[src/srwp_pkg.sv]
`default_nettype none
package srwp_pkg;

    // ------------------------------------------------------------
    // Command opcodes
    // ------------------------------------------------------------
    localparam logic [7:0] CMD_WRITE_ALL   = 8'h01;
    localparam logic [7:0] CMD_WRITE_SR2   = 8'h31;
    localparam logic [7:0] CMD_WRITE_SR3   = 8'h11;
    localparam logic [7:0] CMD_WRITE_ADDR  = 8'h71;
    localparam logic [7:0] CMD_READ_SR1    = 8'h05;
    localparam logic [7:0] CMD_READ_SR2    = 8'h35;
    localparam logic [7:0] CMD_READ_SR3    = 8'h15;
    localparam logic [7:0] CMD_WREN        = 8'h06;
    localparam logic [7:0] CMD_WRDI        = 8'h04;
    localparam logic [7:0] CMD_RST_ENABLE  = 8'h66;
    localparam logic [7:0] CMD_RST_DEVICE  = 8'h99;

    // ------------------------------------------------------------
    // Register selectors for the addressed write
    // ------------------------------------------------------------
    localparam logic [7:0] SEL_SR1         = 8'h01;
    localparam logic [7:0] SEL_SR2         = 8'h02;
    localparam logic [7:0] SEL_SR3         = 8'h03;

    // ------------------------------------------------------------
    // Field positions
    // ------------------------------------------------------------
    localparam int SR1_PROTECT_LOW_BIT     = 7;
    localparam int SR1_WEL_BIT             = 1;
    localparam int SR2_PROTECT_HIGH_BIT    = 0;
    localparam int SR2_QUAD_ENABLE_BIT     = 1;
    localparam int SR2_LOCK_BIT            = 2;
    localparam int SR3_PIN_ROLE_BIT        = 7;

    // ------------------------------------------------------------
    // Writable masks and reset values
    // ------------------------------------------------------------
    localparam logic [7:0] SR1_WR_MASK     = 8'hFC;
    localparam logic [7:0] SR2_WR_MASK     = 8'h47;
    localparam logic [7:0] SR3_WR_MASK     = 8'hE4;
    localparam logic [7:0] SR1_RESET       = 8'h00;
    localparam logic [7:0] SR2_RESET       = 8'h00;
    localparam logic [7:0] SR3_RESET       = 8'h20;

    localparam logic [2:0] BIT_CNT_LAST    = 3'h7;
    localparam logic [2:0] BYTE_CNT_MAX    = 3'h7;

    typedef enum logic [1:0] {
        SRWP_CMD,
        SRWP_COLLECT,
        SRWP_READ
    } srwp_state_t;

endpackage
`default_nettype wire

[src/srwp_spi_shifter.sv]
`timescale 1ns/100ps
`default_nettype none
module srwp_spi_shifter
    import srwp_pkg::*;
(
    input  wire logic       clk_i,
    input  wire logic       rst_n_i,
    input  wire logic       sck_i,
    input  wire logic       cs_n_i,
    input  wire logic       si_i,
    input  wire logic [7:0] tx_byte_i,
    output logic      [7:0] rx_byte_o,
    output logic            rx_valid_o,
    output logic            cs_start_o,
    output logic            cs_end_o,
    output logic            cs_active_o,
    output logic            so_o,
    output logic            so_oe_n_o
);

    // ------------------------------------------------------------
    // Two-stage synchronisers
    // ------------------------------------------------------------
    logic [1:0] sck_meta_reg;
    logic [1:0] cs_meta_reg;
    logic [1:0] si_meta_reg;
    logic       sck_old_reg;
    logic       cs_old_reg;
    logic [2:0] bit_cnt_reg;
    logic [6:0] rx_sh_reg;
    logic [7:0] tx_sh_reg;
    logic [7:0] rx_byte_reg;
    logic       rx_valid_reg;

    wire sck_s    = sck_meta_reg[1];
    wire cs_s     = cs_meta_reg[1];
    wire si_s     = si_meta_reg[1];
    wire sck_rise = sck_s & ~sck_old_reg & ~cs_s;
    wire sck_fall = ~sck_s & sck_old_reg & ~cs_s;
    wire cs_fall  = ~cs_s & cs_old_reg;
    wire cs_rise  = cs_s & ~cs_old_reg;

    always_ff @(posedge clk_i or negedge rst_n_i)
    begin
        if (!rst_n_i)
        begin
            sck_meta_reg <= 2'h0;
            cs_meta_reg  <= 2'h3;
            si_meta_reg  <= 2'h0;
            sck_old_reg  <= 1'b0;
            cs_old_reg   <= 1'b1;
        end
        else
        begin
            sck_meta_reg <= {sck_meta_reg[0], sck_i};
            cs_meta_reg  <= {cs_meta_reg[0], cs_n_i};
            si_meta_reg  <= {si_meta_reg[0], si_i};
            sck_old_reg  <= sck_s;
            cs_old_reg   <= cs_s;
        end
    end

    // ------------------------------------------------------------
    // Mode 0 shifting: sample on rise, shift out on fall
    // ------------------------------------------------------------
    always_ff @(posedge clk_i or negedge rst_n_i)
    begin
        if (!rst_n_i)
        begin
            bit_cnt_reg  <= 3'h0;
            rx_sh_reg    <= 7'h00;
            tx_sh_reg    <= 8'h00;
            rx_byte_reg  <= 8'h00;
            rx_valid_reg <= 1'b0;
        end
        else
        begin
            rx_valid_reg <= 1'b0;
            if (cs_fall)
            begin
                bit_cnt_reg <= 3'h0;
                tx_sh_reg   <= 8'h00;
            end
            else if (sck_rise)
            begin
                bit_cnt_reg <= bit_cnt_reg + 3'h1;
                rx_sh_reg   <= {rx_sh_reg[5:0], si_s};
                if (bit_cnt_reg == BIT_CNT_LAST)
                begin
                    rx_byte_reg  <= {rx_sh_reg, si_s};
                    rx_valid_reg <= 1'b1;
                end
            end
            else if (sck_fall)
            begin
                if (bit_cnt_reg == 3'h0)
                    tx_sh_reg <= tx_byte_i;
                else
                    tx_sh_reg <= {tx_sh_reg[6:0], 1'b0};
            end
        end
    end

    assign rx_byte_o   = rx_byte_reg;
    assign rx_valid_o  = rx_valid_reg;
    assign cs_start_o  = cs_fall;
    assign cs_end_o    = cs_rise;
    assign cs_active_o = ~cs_s;
    assign so_o        = tx_sh_reg[7];
    assign so_oe_n_o   = cs_s;

endmodule
`default_nettype wire

[src/srwp_status_protect.sv]
`timescale 1ns/100ps
`default_nettype none
module srwp_status_protect
    import srwp_pkg::*;
(
    input  wire logic       CORE_CLK_I,
    input  wire logic       RESET_N_I,
    input  wire logic       SPI_SCK_I,
    input  wire logic       SPI_CS_N_I,
    input  wire logic       SPI_SI_I,
    input  wire logic       WP_N_I,
    input  wire logic       HOLD_RESET_N_I,
    input  wire logic       NV_PROTECT_HIGH_I,
    input  wire logic       NV_PROTECT_LOW_I,
    input  wire logic       NV_LOCK_I,
    output logic            SPI_SO_O,
    output logic            SPI_SO_OE_N_O,
    output logic            HOLD_FUNC_EN_O,
    output logic            RESET_FUNC_EN_O,
    output logic            WP_FUNC_EN_O,
    output logic            QUAD_MODE_O,
    output logic            STATUS_WRITE_O,
    output logic            WRITE_REJECT_O,
    output logic      [1:0] PROTECT_STATE_O
);

    // ------------------------------------------------------------
    // Helper functions
    // ------------------------------------------------------------
    function automatic logic write_allowed(input logic high, input logic low, input logic pin_high);
        write_allowed = (!high && !low) ||
                        (!high && low && pin_high);
    endfunction

    function automatic logic [1:0] reload(input logic high, input logic low, input logic lock);
        case ({high, low})
            2'b00:   reload = 2'b00;
            2'b01:   reload = 2'b01;
            2'b10:   reload = 2'b00;
            default: reload = lock ? 2'b11 : 2'b01;
        endcase
    endfunction

    function automatic logic [7:0] merge(input logic [7:0] old, input logic [7:0] din, input logic [7:0] mask);
        merge = (old & ~mask) | (din & mask);
    endfunction

    // ------------------------------------------------------------
    // Serial link
    // ------------------------------------------------------------
    logic [7:0] rx_byte;
    logic       rx_valid;
    logic       cs_start;
    logic       cs_end;
    logic       cs_active;
    logic [7:0] tx_byte_reg;

    srwp_spi_shifter u_shifter (
        .clk_i       (CORE_CLK_I),
        .rst_n_i     (RESET_N_I),
        .sck_i       (SPI_SCK_I),
        .cs_n_i      (SPI_CS_N_I),
        .si_i        (SPI_SI_I),
        .tx_byte_i   (tx_byte_reg),
        .rx_byte_o   (rx_byte),
        .rx_valid_o  (rx_valid),
        .cs_start_o  (cs_start),
        .cs_end_o    (cs_end),
        .cs_active_o (cs_active),
        .so_o        (SPI_SO_O),
        .so_oe_n_o   (SPI_SO_OE_N_O)
    );

    // ------------------------------------------------------------
    // Pin synchronisers
    // ------------------------------------------------------------
    logic [1:0] wp_meta_reg;
    logic [1:0] hold_meta_reg;

    always_ff @(posedge CORE_CLK_I or negedge RESET_N_I)
    begin
        if (!RESET_N_I)
        begin
            wp_meta_reg   <= 2'h3;
            hold_meta_reg <= 2'h3;
        end
        else
        begin
            wp_meta_reg   <= {wp_meta_reg[0], WP_N_I};
            hold_meta_reg <= {hold_meta_reg[0], HOLD_RESET_N_I};
        end
    end

    // ------------------------------------------------------------
    // Status state
    // ------------------------------------------------------------
    srwp_state_t state_reg;
    logic [7:0]  sr1_reg;
    logic [7:0]  sr2_reg;
    logic [7:0]  sr3_reg;
    logic        wel_reg;
    logic        nv_high_reg;
    logic        nv_low_reg;
    logic        nv_lock_reg;
    logic        boot_reg;
    logic        rst_armed_reg;
    logic [7:0]  cmd_reg;
    logic [2:0]  byte_cnt_reg;
    logic [7:0]  d0_reg;
    logic [7:0]  d1_reg;
    logic [7:0]  d2_reg;
    logic        wr_pulse_reg;
    logic        rej_pulse_reg;

    wire quad_en     = sr2_reg[SR2_QUAD_ENABLE_BIT];
    wire prot_high   = sr2_reg[SR2_PROTECT_HIGH_BIT];
    wire prot_low    = sr1_reg[SR1_PROTECT_LOW_BIT];
    wire pin_role    = sr3_reg[SR3_PIN_ROLE_BIT];
    wire wp_level    = quad_en ? 1'b1 : wp_meta_reg[1];
    wire hw_reset    = !quad_en && pin_role && !hold_meta_reg[1];
    wire allowed     = wel_reg && write_allowed(prot_high, prot_low, wp_level);
    wire is_write    = (cmd_reg == CMD_WRITE_ALL) || (cmd_reg == CMD_WRITE_SR2) ||
                       (cmd_reg == CMD_WRITE_SR3) || (cmd_reg == CMD_WRITE_ADDR);
    wire has_data    = (cmd_reg == CMD_WRITE_ADDR) ? (byte_cnt_reg >= 3'h3) : (byte_cnt_reg >= 3'h2);
    wire wr_event    = cs_end && is_write && has_data;
    wire wr_commit   = wr_event && allowed;
    wire sw_reset    = cs_end && (cmd_reg == CMD_RST_DEVICE) && (byte_cnt_reg == 3'h1) && rst_armed_reg;
    wire any_reset   = boot_reg || hw_reset || sw_reset;
    wire [1:0] nv_pr = boot_reg ? reload(NV_PROTECT_HIGH_I, NV_PROTECT_LOW_I, NV_LOCK_I)
                                : reload(nv_high_reg, nv_low_reg, nv_lock_reg);

    // Write data routed to each register
    wire sel1 = (cmd_reg == CMD_WRITE_ALL) || ((cmd_reg == CMD_WRITE_ADDR) && (d0_reg == SEL_SR1));
    wire sel2 = ((cmd_reg == CMD_WRITE_ALL) && (byte_cnt_reg >= 3'h3)) || (cmd_reg == CMD_WRITE_SR2) ||
                ((cmd_reg == CMD_WRITE_ADDR) && (d0_reg == SEL_SR2));
    wire sel3 = ((cmd_reg == CMD_WRITE_ALL) && (byte_cnt_reg >= 3'h4)) || (cmd_reg == CMD_WRITE_SR3) ||
                ((cmd_reg == CMD_WRITE_ADDR) && (d0_reg == SEL_SR3));
    wire [7:0] dat1 = (cmd_reg == CMD_WRITE_ADDR) ? d1_reg : d0_reg;
    wire [7:0] dat2 = (cmd_reg == CMD_WRITE_ALL) ? d1_reg : dat1;
    wire [7:0] dat3 = (cmd_reg == CMD_WRITE_ALL) ? d2_reg : dat1;
    wire [7:0] sr1_new = sel1 ? merge(sr1_reg, dat1, SR1_WR_MASK) : sr1_reg;
    wire [7:0] sr2_new = sel2 ? merge(sr2_reg, dat2, SR2_WR_MASK) : sr2_reg;
    wire [7:0] sr3_new = sel3 ? merge(sr3_reg, dat3, SR3_WR_MASK) : sr3_reg;

    wire [7:0] sr1_view = {sr1_reg[7:2], wel_reg, 1'b0};
    wire [7:0] rd_value = (cmd_reg == CMD_READ_SR2) ? sr2_reg :
                          (cmd_reg == CMD_READ_SR3) ? sr3_reg : sr1_view;

    // ------------------------------------------------------------
    // Command sequencer
    // ------------------------------------------------------------
    always_ff @(posedge CORE_CLK_I or negedge RESET_N_I)
    begin
        if (!RESET_N_I)
        begin
            state_reg    <= SRWP_CMD;
            cmd_reg      <= 8'h00;
            byte_cnt_reg <= 3'h0;
            d0_reg       <= 8'h00;
            d1_reg       <= 8'h00;
            d2_reg       <= 8'h00;
            tx_byte_reg  <= 8'h00;
        end
        else if (cs_start)
        begin
            state_reg    <= SRWP_CMD;
            byte_cnt_reg <= 3'h0;
            cmd_reg      <= 8'h00;
            tx_byte_reg  <= 8'h00;
        end
        else if (rx_valid && cs_active)
        begin
            if (byte_cnt_reg != BYTE_CNT_MAX)
                byte_cnt_reg <= byte_cnt_reg + 3'h1;
            case (state_reg)
                SRWP_CMD:
                begin
                    cmd_reg <= rx_byte;
                    if ((rx_byte == CMD_READ_SR1) || (rx_byte == CMD_READ_SR2) || (rx_byte == CMD_READ_SR3))
                        state_reg <= SRWP_READ;
                    else
                        state_reg <= SRWP_COLLECT;
                end
                SRWP_COLLECT:
                begin
                    if (byte_cnt_reg == 3'h1)
                        d0_reg <= rx_byte;
                    if (byte_cnt_reg == 3'h2)
                        d1_reg <= rx_byte;
                    if (byte_cnt_reg == 3'h3)
                        d2_reg <= rx_byte;
                end
                SRWP_READ:
                begin
                    state_reg <= SRWP_READ;
                end
                default:
                begin
                    state_reg <= SRWP_CMD;
                end
            endcase
        end
        else if (state_reg == SRWP_READ)
        begin
            tx_byte_reg <= rd_value;
        end
    end

    // ------------------------------------------------------------
    // Status registers and protection
    // ------------------------------------------------------------
    always_ff @(posedge CORE_CLK_I or negedge RESET_N_I)
    begin
        if (!RESET_N_I)
        begin
            sr1_reg       <= SR1_RESET;
            sr2_reg       <= SR2_RESET;
            sr3_reg       <= SR3_RESET;
            wel_reg       <= 1'b0;
            nv_high_reg   <= 1'b0;
            nv_low_reg    <= 1'b0;
            nv_lock_reg   <= 1'b0;
            boot_reg      <= 1'b1;
            rst_armed_reg <= 1'b0;
            wr_pulse_reg  <= 1'b0;
            rej_pulse_reg <= 1'b0;
        end
        else
        begin
            boot_reg      <= 1'b0;
            wr_pulse_reg  <= wr_commit;
            rej_pulse_reg <= wr_event && !allowed;
            if (boot_reg)
            begin
                nv_high_reg <= NV_PROTECT_HIGH_I;
                nv_low_reg  <= NV_PROTECT_LOW_I;
                nv_lock_reg <= NV_LOCK_I;
                sr2_reg[SR2_LOCK_BIT] <= NV_LOCK_I;
            end
            if (any_reset)
            begin
                sr2_reg[SR2_PROTECT_HIGH_BIT] <= nv_pr[1];
                sr1_reg[SR1_PROTECT_LOW_BIT]  <= nv_pr[0];
                wel_reg       <= 1'b0;
                rst_armed_reg <= 1'b0;
            end
            else if (wr_commit)
            begin
                sr1_reg     <= sr1_new;
                sr2_reg     <= sr2_new;
                sr3_reg     <= sr3_new;
                nv_low_reg  <= sr1_new[SR1_PROTECT_LOW_BIT];
                nv_high_reg <= sr2_new[SR2_PROTECT_HIGH_BIT];
                nv_lock_reg <= sr2_new[SR2_LOCK_BIT];
                wel_reg     <= 1'b0;
            end
            else if (cs_end && byte_cnt_reg == 3'h1)
            begin
                if (cmd_reg == CMD_WREN)
                    wel_reg <= 1'b1;
                if (cmd_reg == CMD_WRDI)
                    wel_reg <= 1'b0;
                rst_armed_reg <= (cmd_reg == CMD_RST_ENABLE);
            end
            else if (cs_end && byte_cnt_reg != 3'h0)
            begin
                rst_armed_reg <= 1'b0;
            end
        end
    end

    // ------------------------------------------------------------
    // Outputs
    // ------------------------------------------------------------
    assign HOLD_FUNC_EN_O  = !quad_en && !pin_role;
    assign RESET_FUNC_EN_O = !quad_en && pin_role;
    assign WP_FUNC_EN_O    = !quad_en;
    assign QUAD_MODE_O     = quad_en;
    assign STATUS_WRITE_O  = wr_pulse_reg;
    assign WRITE_REJECT_O  = rej_pulse_reg;
    assign PROTECT_STATE_O = {prot_high, prot_low};

endmodule
`default_nettype wire

[config.mk]
export PLATFORM = sky130hd
export DESIGN_NAME = srwp_status_protect
export DESIGN_NICKNAME = d
export VERILOG_FILES = /design/src/srwp_pkg.sv /design/src/srwp_spi_shifter.sv /design/src/srwp_status_protect.sv
export SDC_FILE = /design/constraint.sdc
export NUM_CORES = 1
export LEC_CHECK = 0
export BUFFER_PORTS_ARGS = -buffer_cell sky130_fd_sc_hd__buf_4
export CAP_MARGIN = 20
export CORE_ASPECT_RATIO = 0.8
export CORE_MARGIN = 2
export CORE_UTILIZATION = 55
export DETAILED_ROUTE_END_ITERATION = 12
export HOLD_SLACK_MARGIN = 0.1
export PLACE_DENSITY = 0.72
export RECOVER_POWER = 100
export SKIP_LAST_GASP = 1
export SLEW_MARGIN = 20
export SYNTH_ARGS = -nofsm -noshare
export SYNTH_HDL_FRONTEND = slang
export SYNTH_HIERARCHICAL = 1
export SYNTH_SLANG_ARGS = --single-unit
[constraint.sdc]
create_clock -name CORE_CLK_I -period 3.5 [get_ports CORE_CLK_I]
set_clock_uncertainty 0.15 [all_clocks]
set_input_delay 0.525 -clock CORE_CLK_I [delete_from_list [all_inputs] [get_ports CORE_CLK_I]]
set_output_delay 0.525 -clock CORE_CLK_I [all_outputs]
set_load 0.01 [all_outputs]
==> metrics.cfg, run 1 <==
[sta]
finalHoldViolations = 0
post-route-period-util = 0.776
slew_headroom = -0.256
final.setup.tns_ps = 0
worst_slack_ps = 784
fin_crit_ps = 2720
slew_viol_final = 79
rsz0062_at_grt = no
worstMarginPinSlew_ps = 1880
fmax_ghz = 0.368
setup_viol = 0

[die]
pin_count = 20
die_area_mm2 = 0.00935
coreArea_mm2 = 0.00841
die_y_um = 86.9
rows = 30
initial_utilization = 0.562
fp.dieW_um = 108

[global_routing]
grt_max_degree = 79
grt_usage = 0.230
first_global_vias = 3101
antenna_found_initial = 0
overflow = 0
grt_pass1_wl_mm = 16.2

[synth]
yosys-top-cells-area = dfrtp_1, mux2_2, mux2i_1, dfstp_2, ha_1
synth_cells = 386
yosysMostFrequentCell = dfrtp_1
synth_common_cells = dfrtp_1, mux2_2, mux2i_1
synth_edf_count = 0
ys_ff_latch = 102
synth_top_cell_by_area = dfrtp_1
ys_types = 52
syn_nets = 405
synth_top_cell_area_share = 0.493
seq_area_frac_synth = 0.543
async_flop_share = 1.00
ys_warn_count = 6
syn_area_mm2 = 0.00472
ys.flop_type = dfrtp_1
avgSynthCellArea_um2 = 12.2

[clock_tree]
cts_tree = done
cts.sinks = 102
h-tree-depth = 3
clk_pin_slew_ps = 100
clockBufferDepth = 2
cts_root_buf = clkbuf_8
cts_buffers = 9
clk_latency_ps = 380

[placement]
placed_cells = 506
port_buffers = 19
dp_worst_setup_slack_ps = 893
globalplace.congestion = 0.915
dp_hpwl_mm = 7.02

[power]
p_switching_uw = 514
clock_power_share = 0.343
p_int_uw = 1560
p_leak_uw = 0.00238
combPwrFrac = 0.054
p_per_area_mw_per_mm2 = 405
pwr-share-seq = 0.604
irDropWorstVdd_mv = 0.289
swShare = 0.248

[detailed_routing]
wl_per_cell_um = 18.5
drc = 0
drt-total-wl_mm = 9.78
vias = 3155
ant_nets = 0
vias_per_cell = 5.99
dr.pass1.iters = 5
drt_iter0_drc = 307

[finish]
fin_cells = 527
drive_gt1_frac = 0.212
regArea_mm2 = 0.00256
fin_nets = 429
multiInputGateArea_mm2 = 0.00201
n_antenna_cell = 0
fillerInstances = 706
syn2layout_area_growth_pct = 8.32

[critical_path]
critPathLaunchType = flip-flop
end_kind = flip-flop
slowest_delay_ps = 680
cp_top_family = simple AND/OR/NAND/NOR gates
cp_max_fo = 10
cp_num_buf_inv = 1
crit_arrival_ps = 2840
critPathRequiredTime_ps = 3620
slowest_stage = dfstp_1
crit_path_cell_trace = inv_1 > nor2_1 > nand4bb_1 > or3_1 > o21a_1 > nand3_1 > mux2_2
path_class = flip-flop to flip-flop

[outcome]
violations = max-capacitance violations, max-slew violations
status = finished with violations

[job]
drv_cap = 1

[min_path]
hp-class = flip-flop to flip-flop

layout by cell type, fill, tap and decap left out, types with 10 or more instances in the layout:
master,Yosys,final
a22o_1,12,12
dfrtp_1,93,93
mux2_2,44,44
nand2_1,20,21
nor2b_1,11,11
o21ai_0,10,10
clkbuf_1,5,13
mux2i_1,26,26
inv_1,12,12
a21oi_1,18,18
clkbuf_8,0,10
nor2_1,17,17
layer usage:
layer / global-route usage / vias up / wire (um) / share of wire
li1: - / 1462 / - / -
met1: 0.349 / 1586 / 4750 / 0.49
met2: 0.331 / 96 / 4330 / 0.44
met3: 0.0546 / 11 / 539 / 0.055
met4: 0.0688 / 0 / 152 / 0.016
met5: 0 / - / 0 / 0
metrics by stage:
step	hold WS [ps]	total power [uW]	util	cell area [um^2]
floorplan	79.4	1330	-	4720
CTS	172	2110	0.617	5180
global route	224	2160	0.608	5120
finish	207	2070	0.608	5120
global placement	186	1380	0.588	4940
detailed placement	185	1390	0.588	4940
what timing repair did:
| item | 4_1_cts | 5_1_grt |
|---|---|---|
| gates resized for setup | 0 | 0 |
| hold endpoints to repair | 5 | 0 |
| hold buffers | 5 | 0 |
| setup buffers | 0 | 0 |
power groups by stage:
stage	Combinational (uW)	Sequential [uW]	Clock [uW]
CTS	119	1250	735
detailed placement	114	1270	0
global placement	111	1270	0
global route	125	1260	774
finish	111	1250	710
floorplan	70.0	1260	0
area by class of cell:
class	count	area share
sequential	102	0.501
multi-input combinational	257	0.392
clock buffer	10	0.0269
clock inverter	6	0.0100
inverter	12	0.00880
timing repair buffer	28	0.0335
tap	112	0.0274
cells by family (layout without fill, tap and decap cells):
logic type / Yosys count / count (layout) / share of synthesized area
multiplexers: 71 / 71 / 0.163
XOR/XNOR: 1 / 1 / 0.00185
buffers and inverters: 27 / 56 / 0.0289
AO/OA/AOI/OAI: 79 / 79 / 0.117
AND/OR/NAND/NOR: 96 / 96 / 0.122
flip-flops: 102 / 102 / 0.543
adder cells (fa/ha/maj): 9 / 9 / 0.0238
other: 1 / 1 / 0.000794
final timing paths:
check,slack (ps),from,cells past startpoint,end
min in group asynchronous,520,RESET_N_I,1,u_shifter/tx_sh_reg[6]
setup / recovery,780,u_shifter/cs_meta_reg[1],7,sr3_reg[7]
hold reg to reg,210,u_shifter/sck_meta_reg[0],0,u_shifter/sck_meta_reg[1]
max in group asynchronous,1220,RESET_N_I,2,u_shifter/rx_byte_o[6]
hold / removal,210,u_shifter/sck_meta_reg[0],0,u_shifter/sck_meta_reg[1]
setup reg to reg,780,u_shifter/cs_meta_reg[1],7,sr3_reg[7]
No activity file was read; power rests on OpenSTA's default activity.
==> inputs of run 2 (changes only) <==
==> constraint.sdc (replaced) <==
create_clock -name CORE_CLK_I -period 2.6 [get_ports CORE_CLK_I]
set_clock_uncertainty 0.15 [all_clocks]
set_input_delay 0.39 -clock CORE_CLK_I [delete_from_list [all_inputs] [get_ports CORE_CLK_I]]
set_output_delay 0.39 -clock CORE_CLK_I [all_outputs]
set_load 0.01 [all_outputs]
==> run 2 against run 1 <==
The flow finishes with violations (max-capacitance violations). Die area is the same. Sequential share of layout area fell by 0.90 points. Combinational power rose by 42%. Clock power rose by 37%. Register-to-register slack worse by 630 ps. Cell area grew 1.8%. Sequential cell count unchanged. Critical path depth did not move. Utilization is 1.1 points higher. Global-route usage rose by 0.44 points. Hold slack worse by 25 ps. Worst setup slack got worse by 630 ps. Largest power group unchanged.
==> metrics.cfg, run 2 (synthesis gave the netlist of run 1 again) <==
[finish]
syn2layout_area_growth_pct = 10.3
drive_gt1_frac = 0.226  ; +0.0141
fin_cells = 541  ; +2.7%
multiInputGateArea_mm2 = 0.00200  ; -0.44%
layout_common_cells = dfrtp_1, mux2_2, mux2i_1
n_antenna_cell = 0  ; unchanged
regArea_mm2 = 0.00256  ; unchanged
fin_area_mm2 = 0.00521  ; +1.8%
fin_nets = 443  ; +3.3%
final_common_cell = dfrtp_1
fillerInstances = 700  ; -0.85%

[detailed_routing]
drt-total-wl_mm = 10.1  ; +3.4%
drc = 0  ; unchanged
dr.pass1.iters = 5  ; unchanged
wl_per_cell_um = 18.7  ; +0.74%
vias_per_cell = 5.84  ; -2.5%
drt_iter0_drc = 203  ; -34%
ant_nets = 0  ; unchanged
vias = 3157  ; +0.063%

[clock_tree]
cts_root_buf = clkbuf_8
cts_buffers = 9  ; unchanged
clk_pin_slew_ps = 90  ; about the same
cts.sinks = 102  ; unchanged
cts_tree = done
cts_setup_buffers = 0  ; unchanged
clk_latency_ps = 370  ; about the same
h-tree-depth = 3  ; unchanged
clockBufferDepth = 2  ; unchanged

[sta]
post-route-period-util = 0.939  ; +0.163
finalHoldViolations = 0  ; unchanged
slew_headroom = 0.00168  ; +0.258
setup_viol = 0  ; unchanged
final.setup.tns_ps = 0  ; unchanged
fin_crit_ps = 2440  ; -275 ps
fmax_ghz = 0.410  ; +11%
worst_slack_ps = 159  ; -625 ps
slew_viol_final = 0  ; -100%
rsz0062_at_grt = no
worstMarginPinSlew_ps = 1500  ; -386 ps

[min_path]
hold_start = NV_PROTECT_HIGH_I
hp-class = primary input to flip-flop

[global_routing]
grt_usage = 0.235  ; +0.00440
first_global_vias = 3080  ; -0.68%
overflow = 0  ; unchanged
grt_pass1_wl_mm = 16.5  ; +1.7%
antenna_found_initial = 0  ; unchanged
grt_max_degree = 54  ; -32%

[die]
die_area_mm2 = 0.00935  ; unchanged
pin_count = 20  ; unchanged
die_y_um = 86.9  ; unchanged
initial_utilization = 0.562  ; unchanged
coreArea_mm2 = 0.00841  ; unchanged
fp.dieW_um = 108  ; unchanged
rows = 30  ; unchanged

[critical_path]
end_kind = flip-flop
critPathLaunchType = flip-flop
cp_max_fo = 8  ; -2
reg2reg_slack_ps = 160  ; -630 ps
critPathRequiredTime_ps = 2710  ; -910 ps
crit_start = byte_cnt_reg[0]
r2r_start = byte_cnt_reg[0]
path_class = flip-flop to flip-flop
crit_arrival_ps = 2550  ; -290 ps

[job]
drv_cap = 1  ; unchanged

[power]
irDropWorstVdd_mv = 0.379  ; +31%
p_leak_uw = 0.00244  ; +2.5%
p_per_area_mw_per_mm2 = 540  ; +34%
power_uw = 2820  ; +36%

[outcome]
status = finished with violations
violations = max-capacitance violations

[placement]
placed_cell_area_mm2 = 0.00505  ; +2.2%
dp_worst_setup_slack_ps = 176  ; -716 ps
globalplace.congestion = 0.953  ; +4.1%
port_buffers = 19  ; unchanged
placed_cells = 519  ; +2.6%
dp_hpwl_mm = 7.47  ; +6.3%

## run 2: changes by cell type in the layout (fill, tap and decap cells not counted), moves of 2 or more
cell	before	now
clkinv_2	0	3
clkbuf_1	13	17
buf_4	4	13
inv_6	3	1
clkinv_4	2	0
## run 2: worst paths after layout
path,to,depth (start not counted)
setup / recovery,sr2_reg[6],7
setup reg to reg,sr2_reg[6],7
hold reg to reg,u_shifter/cs_meta_reg[1],0
hold / removal,sr2_reg[0],3
max in group asynchronous,wp_meta_reg[1],3
min in group asynchronous,u_shifter/sck_meta_reg[0],2
## run 2: cell type report
class                   count  share of cell area
multi-input cells         257               0.384
clock buffers              10              0.0245
clock inverters             6              0.0118
well taps                 112              0.0269
repair buffers             42              0.0526
flip-flops and latches    102               0.492
inverters                  12             0.00865
## run 2: what timing repair did
action / in CTS / in global routing
gates resized for setup: 0 / 1
hold endpoints to repair: 31 / 0
setup endpoints to repair: 0 / 3
hold buffers: 6 / 0
## run 2: per-stage QoR
stage                     hold WS, ps  utilization
after floorplan                 -55.6            -
after global placement            178        0.601
after detailed placement          181        0.601
after CTS                         173        0.631
after global routing              196        0.620
final                             182        0.620
## run 2: power breakdown
group          internal (uW)  total (uW)  switching (uW)
clock network            444         976             533
registers               1640        1680            39.8
logic                   72.0         158            86.0
## run 2: critical path: stages (launching register included)
cell and delay, ps:
dfrtp_1 440, ha_1 260, ha_1 190, a211oi_1 290, o32ai_1 180, and3_1 280
nand3_1 200, mux2_2 350
## run 2: metal layers
metal | up-vias | wire [um] | GRT usage
li1 | 1496 | - | -
met1 | 1582 | 4820 | 0.350
met2 | 71 | 4610 | 0.353
met3 | 8 | 614 | 0.0524
met4 | 0 | 63 | 0.0548
met5 | - | 0 | 0
==> inputs of run 3 (changes only) <==
--- a/config.mk
+++ b/config.mk
@@ -9,10 +9,9 @@
 export CAP_MARGIN = 20
 export CORE_ASPECT_RATIO = 0.8
 export CORE_MARGIN = 2
-export CORE_UTILIZATION = 55
+export CORE_UTILIZATION = 44
 export DETAILED_ROUTE_END_ITERATION = 12
 export HOLD_SLACK_MARGIN = 0.1
-export PLACE_DENSITY = 0.72
 export RECOVER_POWER = 100
 export SKIP_LAST_GASP = 1
 export SLEW_MARGIN = 20
==> run 3 against run 2 <==
The run now ends clean. Cell count increased by 5.2%. Critical endpoint is now sr3_reg[2]. Worst setup slack better by 15 ps. Clock power increased by 47%. Sequential power about the same. Sequential share of layout area is 1.7 points lower. Non-clock buffer count grew 1. Utilization fell by 9.9 points. Wire length is 1.2% lower.
==> metrics.cfg, run 3 (synthesis gave the netlist of run 1 again) <==
[critical_path]
cp_max_fo = 10  ; +2
path_class = flip-flop to flip-flop
end_kind = flip-flop
crit_path_cell_trace = inv_1 > nor2_1 > nand4bb_1 > or3_1 > o21a_1 > nand3_1 > mux2_2
slowest_stage = dfstp_2
critPathRequiredTime_ps = 2670  ; -40 ps
crit_arrival_ps = 2500  ; -50 ps
slowest_delay_ps = 530  ; +90 ps
critPathLaunchType = flip-flop

[sta]
slew_viol_final = 0  ; unchanged
final.setup.tns_ps = 0  ; unchanged
fmax_ghz = 0.412  ; +0.61%
setup_viol = 0  ; unchanged
finalHoldViolations = 0  ; unchanged
rsz0062_at_grt = no
worst_slack_ps = 173  ; +14.7 ps
fin_crit_ps = 2430  ; -14.7 ps
slew_headroom = 0.252  ; +0.250
worstMarginPinSlew_ps = 1120  ; -375 ps
post-route-period-util = 0.933  ; -0.00566

[clock_tree]
cts_setup_buffers = 0  ; unchanged
clk_latency_ps = 340  ; -30 ps
h-tree-depth = 3  ; unchanged
clk_pin_slew_ps = 60  ; -30 ps
cts_root_buf = clkbuf_16
cts.sinks = 102  ; unchanged
cts_buffers = 9  ; unchanged
cts_tree = done
clockBufferDepth = 2  ; unchanged

[global_routing]
grt_pass1_wl_mm = 16.8  ; +1.8%
overflow = 0  ; unchanged
first_global_vias = 3142  ; +2.0%
grt_usage = 0.185  ; -0.0502
antenna_found_initial = 0  ; unchanged
grt_max_degree = 59  ; +9.3%

[finish]
final_common_cell = dfrtp_1
n_antenna_cell = 0  ; unchanged
fin_nets = 444  ; +0.23%
regArea_mm2 = 0.00256  ; unchanged
drive_gt1_frac = 0.224  ; -0.00233
layout_common_cells = dfrtp_1, mux2_2, mux2i_1
fin_cells = 569  ; +5.2%
syn2layout_area_growth_pct = 14.3
multiInputGateArea_mm2 = 0.00200  ; +0.13%
fillerInstances = 921  ; +32%

[detailed_routing]
ant_nets = 0  ; unchanged
drt-total-wl_mm = 9.99  ; -1.2%
vias = 3133  ; -0.76%
drt_iter0_drc = 192  ; -5.4%
dr.pass1.iters = 5  ; unchanged
vias_per_cell = 5.51  ; -5.6%
drc = 0  ; unchanged
wl_per_cell_um = 17.6  ; -6.1%

[die]
rows = 33  ; +10%
die_area_mm2 = 0.0116  ; +24%
coreArea_mm2 = 0.0104  ; +23%
fp.dieW_um = 120  ; +11%
pin_count = 20  ; unchanged
die_y_um = 96.7  ; +11%
initial_utilization = 0.456  ; -0.106

[outcome]
status = complete, no violations

[power]
irDropWorstVdd_mv = 0.414  ; +9.3%
p_leak_uw = 0.00251  ; +2.7%
p_per_area_mw_per_mm2 = 607  ; +12%

[placement]
dp_worst_setup_slack_ps = 193  ; +16.5 ps
dp_hpwl_mm = 7.38  ; -1.2%
placed_cells = 548  ; +5.6%
port_buffers = 19  ; unchanged
globalplace.congestion = 0.884  ; -7.2%

[min_path]
hp-class = flip-flop to flip-flop

[job]
drv_cap = 0  ; -1

[run 3: layout make-up]
type                    instances  share of cell area
flip-flops and latches        102               0.475
multi-input cells             257               0.371
repair buffers                 43              0.0533
clock buffers                  12              0.0475
well taps                     140              0.0325
clock inverters                 3              0.0125
inverters                      12             0.00835
[run 3: final timing paths]
check / from / endpoint / slack, ps / cells past startpoint
setup / recovery: u_shifter/cs_meta_reg[1] / sr3_reg[2] / 170 / 7
hold reg to reg: u_shifter/si_meta_reg[0] / u_shifter/si_meta_reg[1] / 200 / 0
setup reg to reg: u_shifter/cs_meta_reg[1] / sr3_reg[2] / 170 / 7
min in group asynchronous: RESET_N_I / u_shifter/tx_sh_reg[7] / 650 / 2
max in group asynchronous: RESET_N_I / u_shifter/cs_meta_reg[1] / 730 / 3
hold / removal: u_shifter/si_meta_reg[0] / u_shifter/si_meta_reg[1] / 200 / 0
[run 3: routing by layer]
metal | global-route usage | vias to the layer above | wire length (um)
li1 | - | 1498 | -
met1 | 0.289 | 1583 | 5320
met2 | 0.263 | 43 | 4260
met3 | 0.0407 | 9 | 330
met4 | 0.0353 | 0 | 79
met5 | 0 | - | 0
[run 3: where the power goes]
group,switching (uW),total [uW],internal (uW)
logic,86.2,159,73.1
clock network,542,1430,891
registers,38.1,1680,1640
total,666,3270,2610
[run 3: per-stage QoR]
stage               hold WS, ps  utilization  cell area [um^2]  total power [uW]
floorplan                 -55.6            -              4720              1790
global placement            186        0.492              5100              1870
detailed placement          185        0.492              5100              1880
CTS                         200        0.529              5480              3330
global route                208        0.521              5400              3410
finish                      199        0.521              5400              3270
[run 3: repair_timing]
action	in CTS	in global routing
hold buffers	6	0
hold endpoints to repair	43	0
resized for setup	0	0
[run 3: critical path, delay by kind of cell, from the launching register on]
family | cells | cell delay [ps]
AOI/OAI and AO/OA | 1 | 300
buffers and inverters | 1 | 40
DFF | 1 | 530
muxes | 1 | 360
and+or+nand+nor | 4 | 930
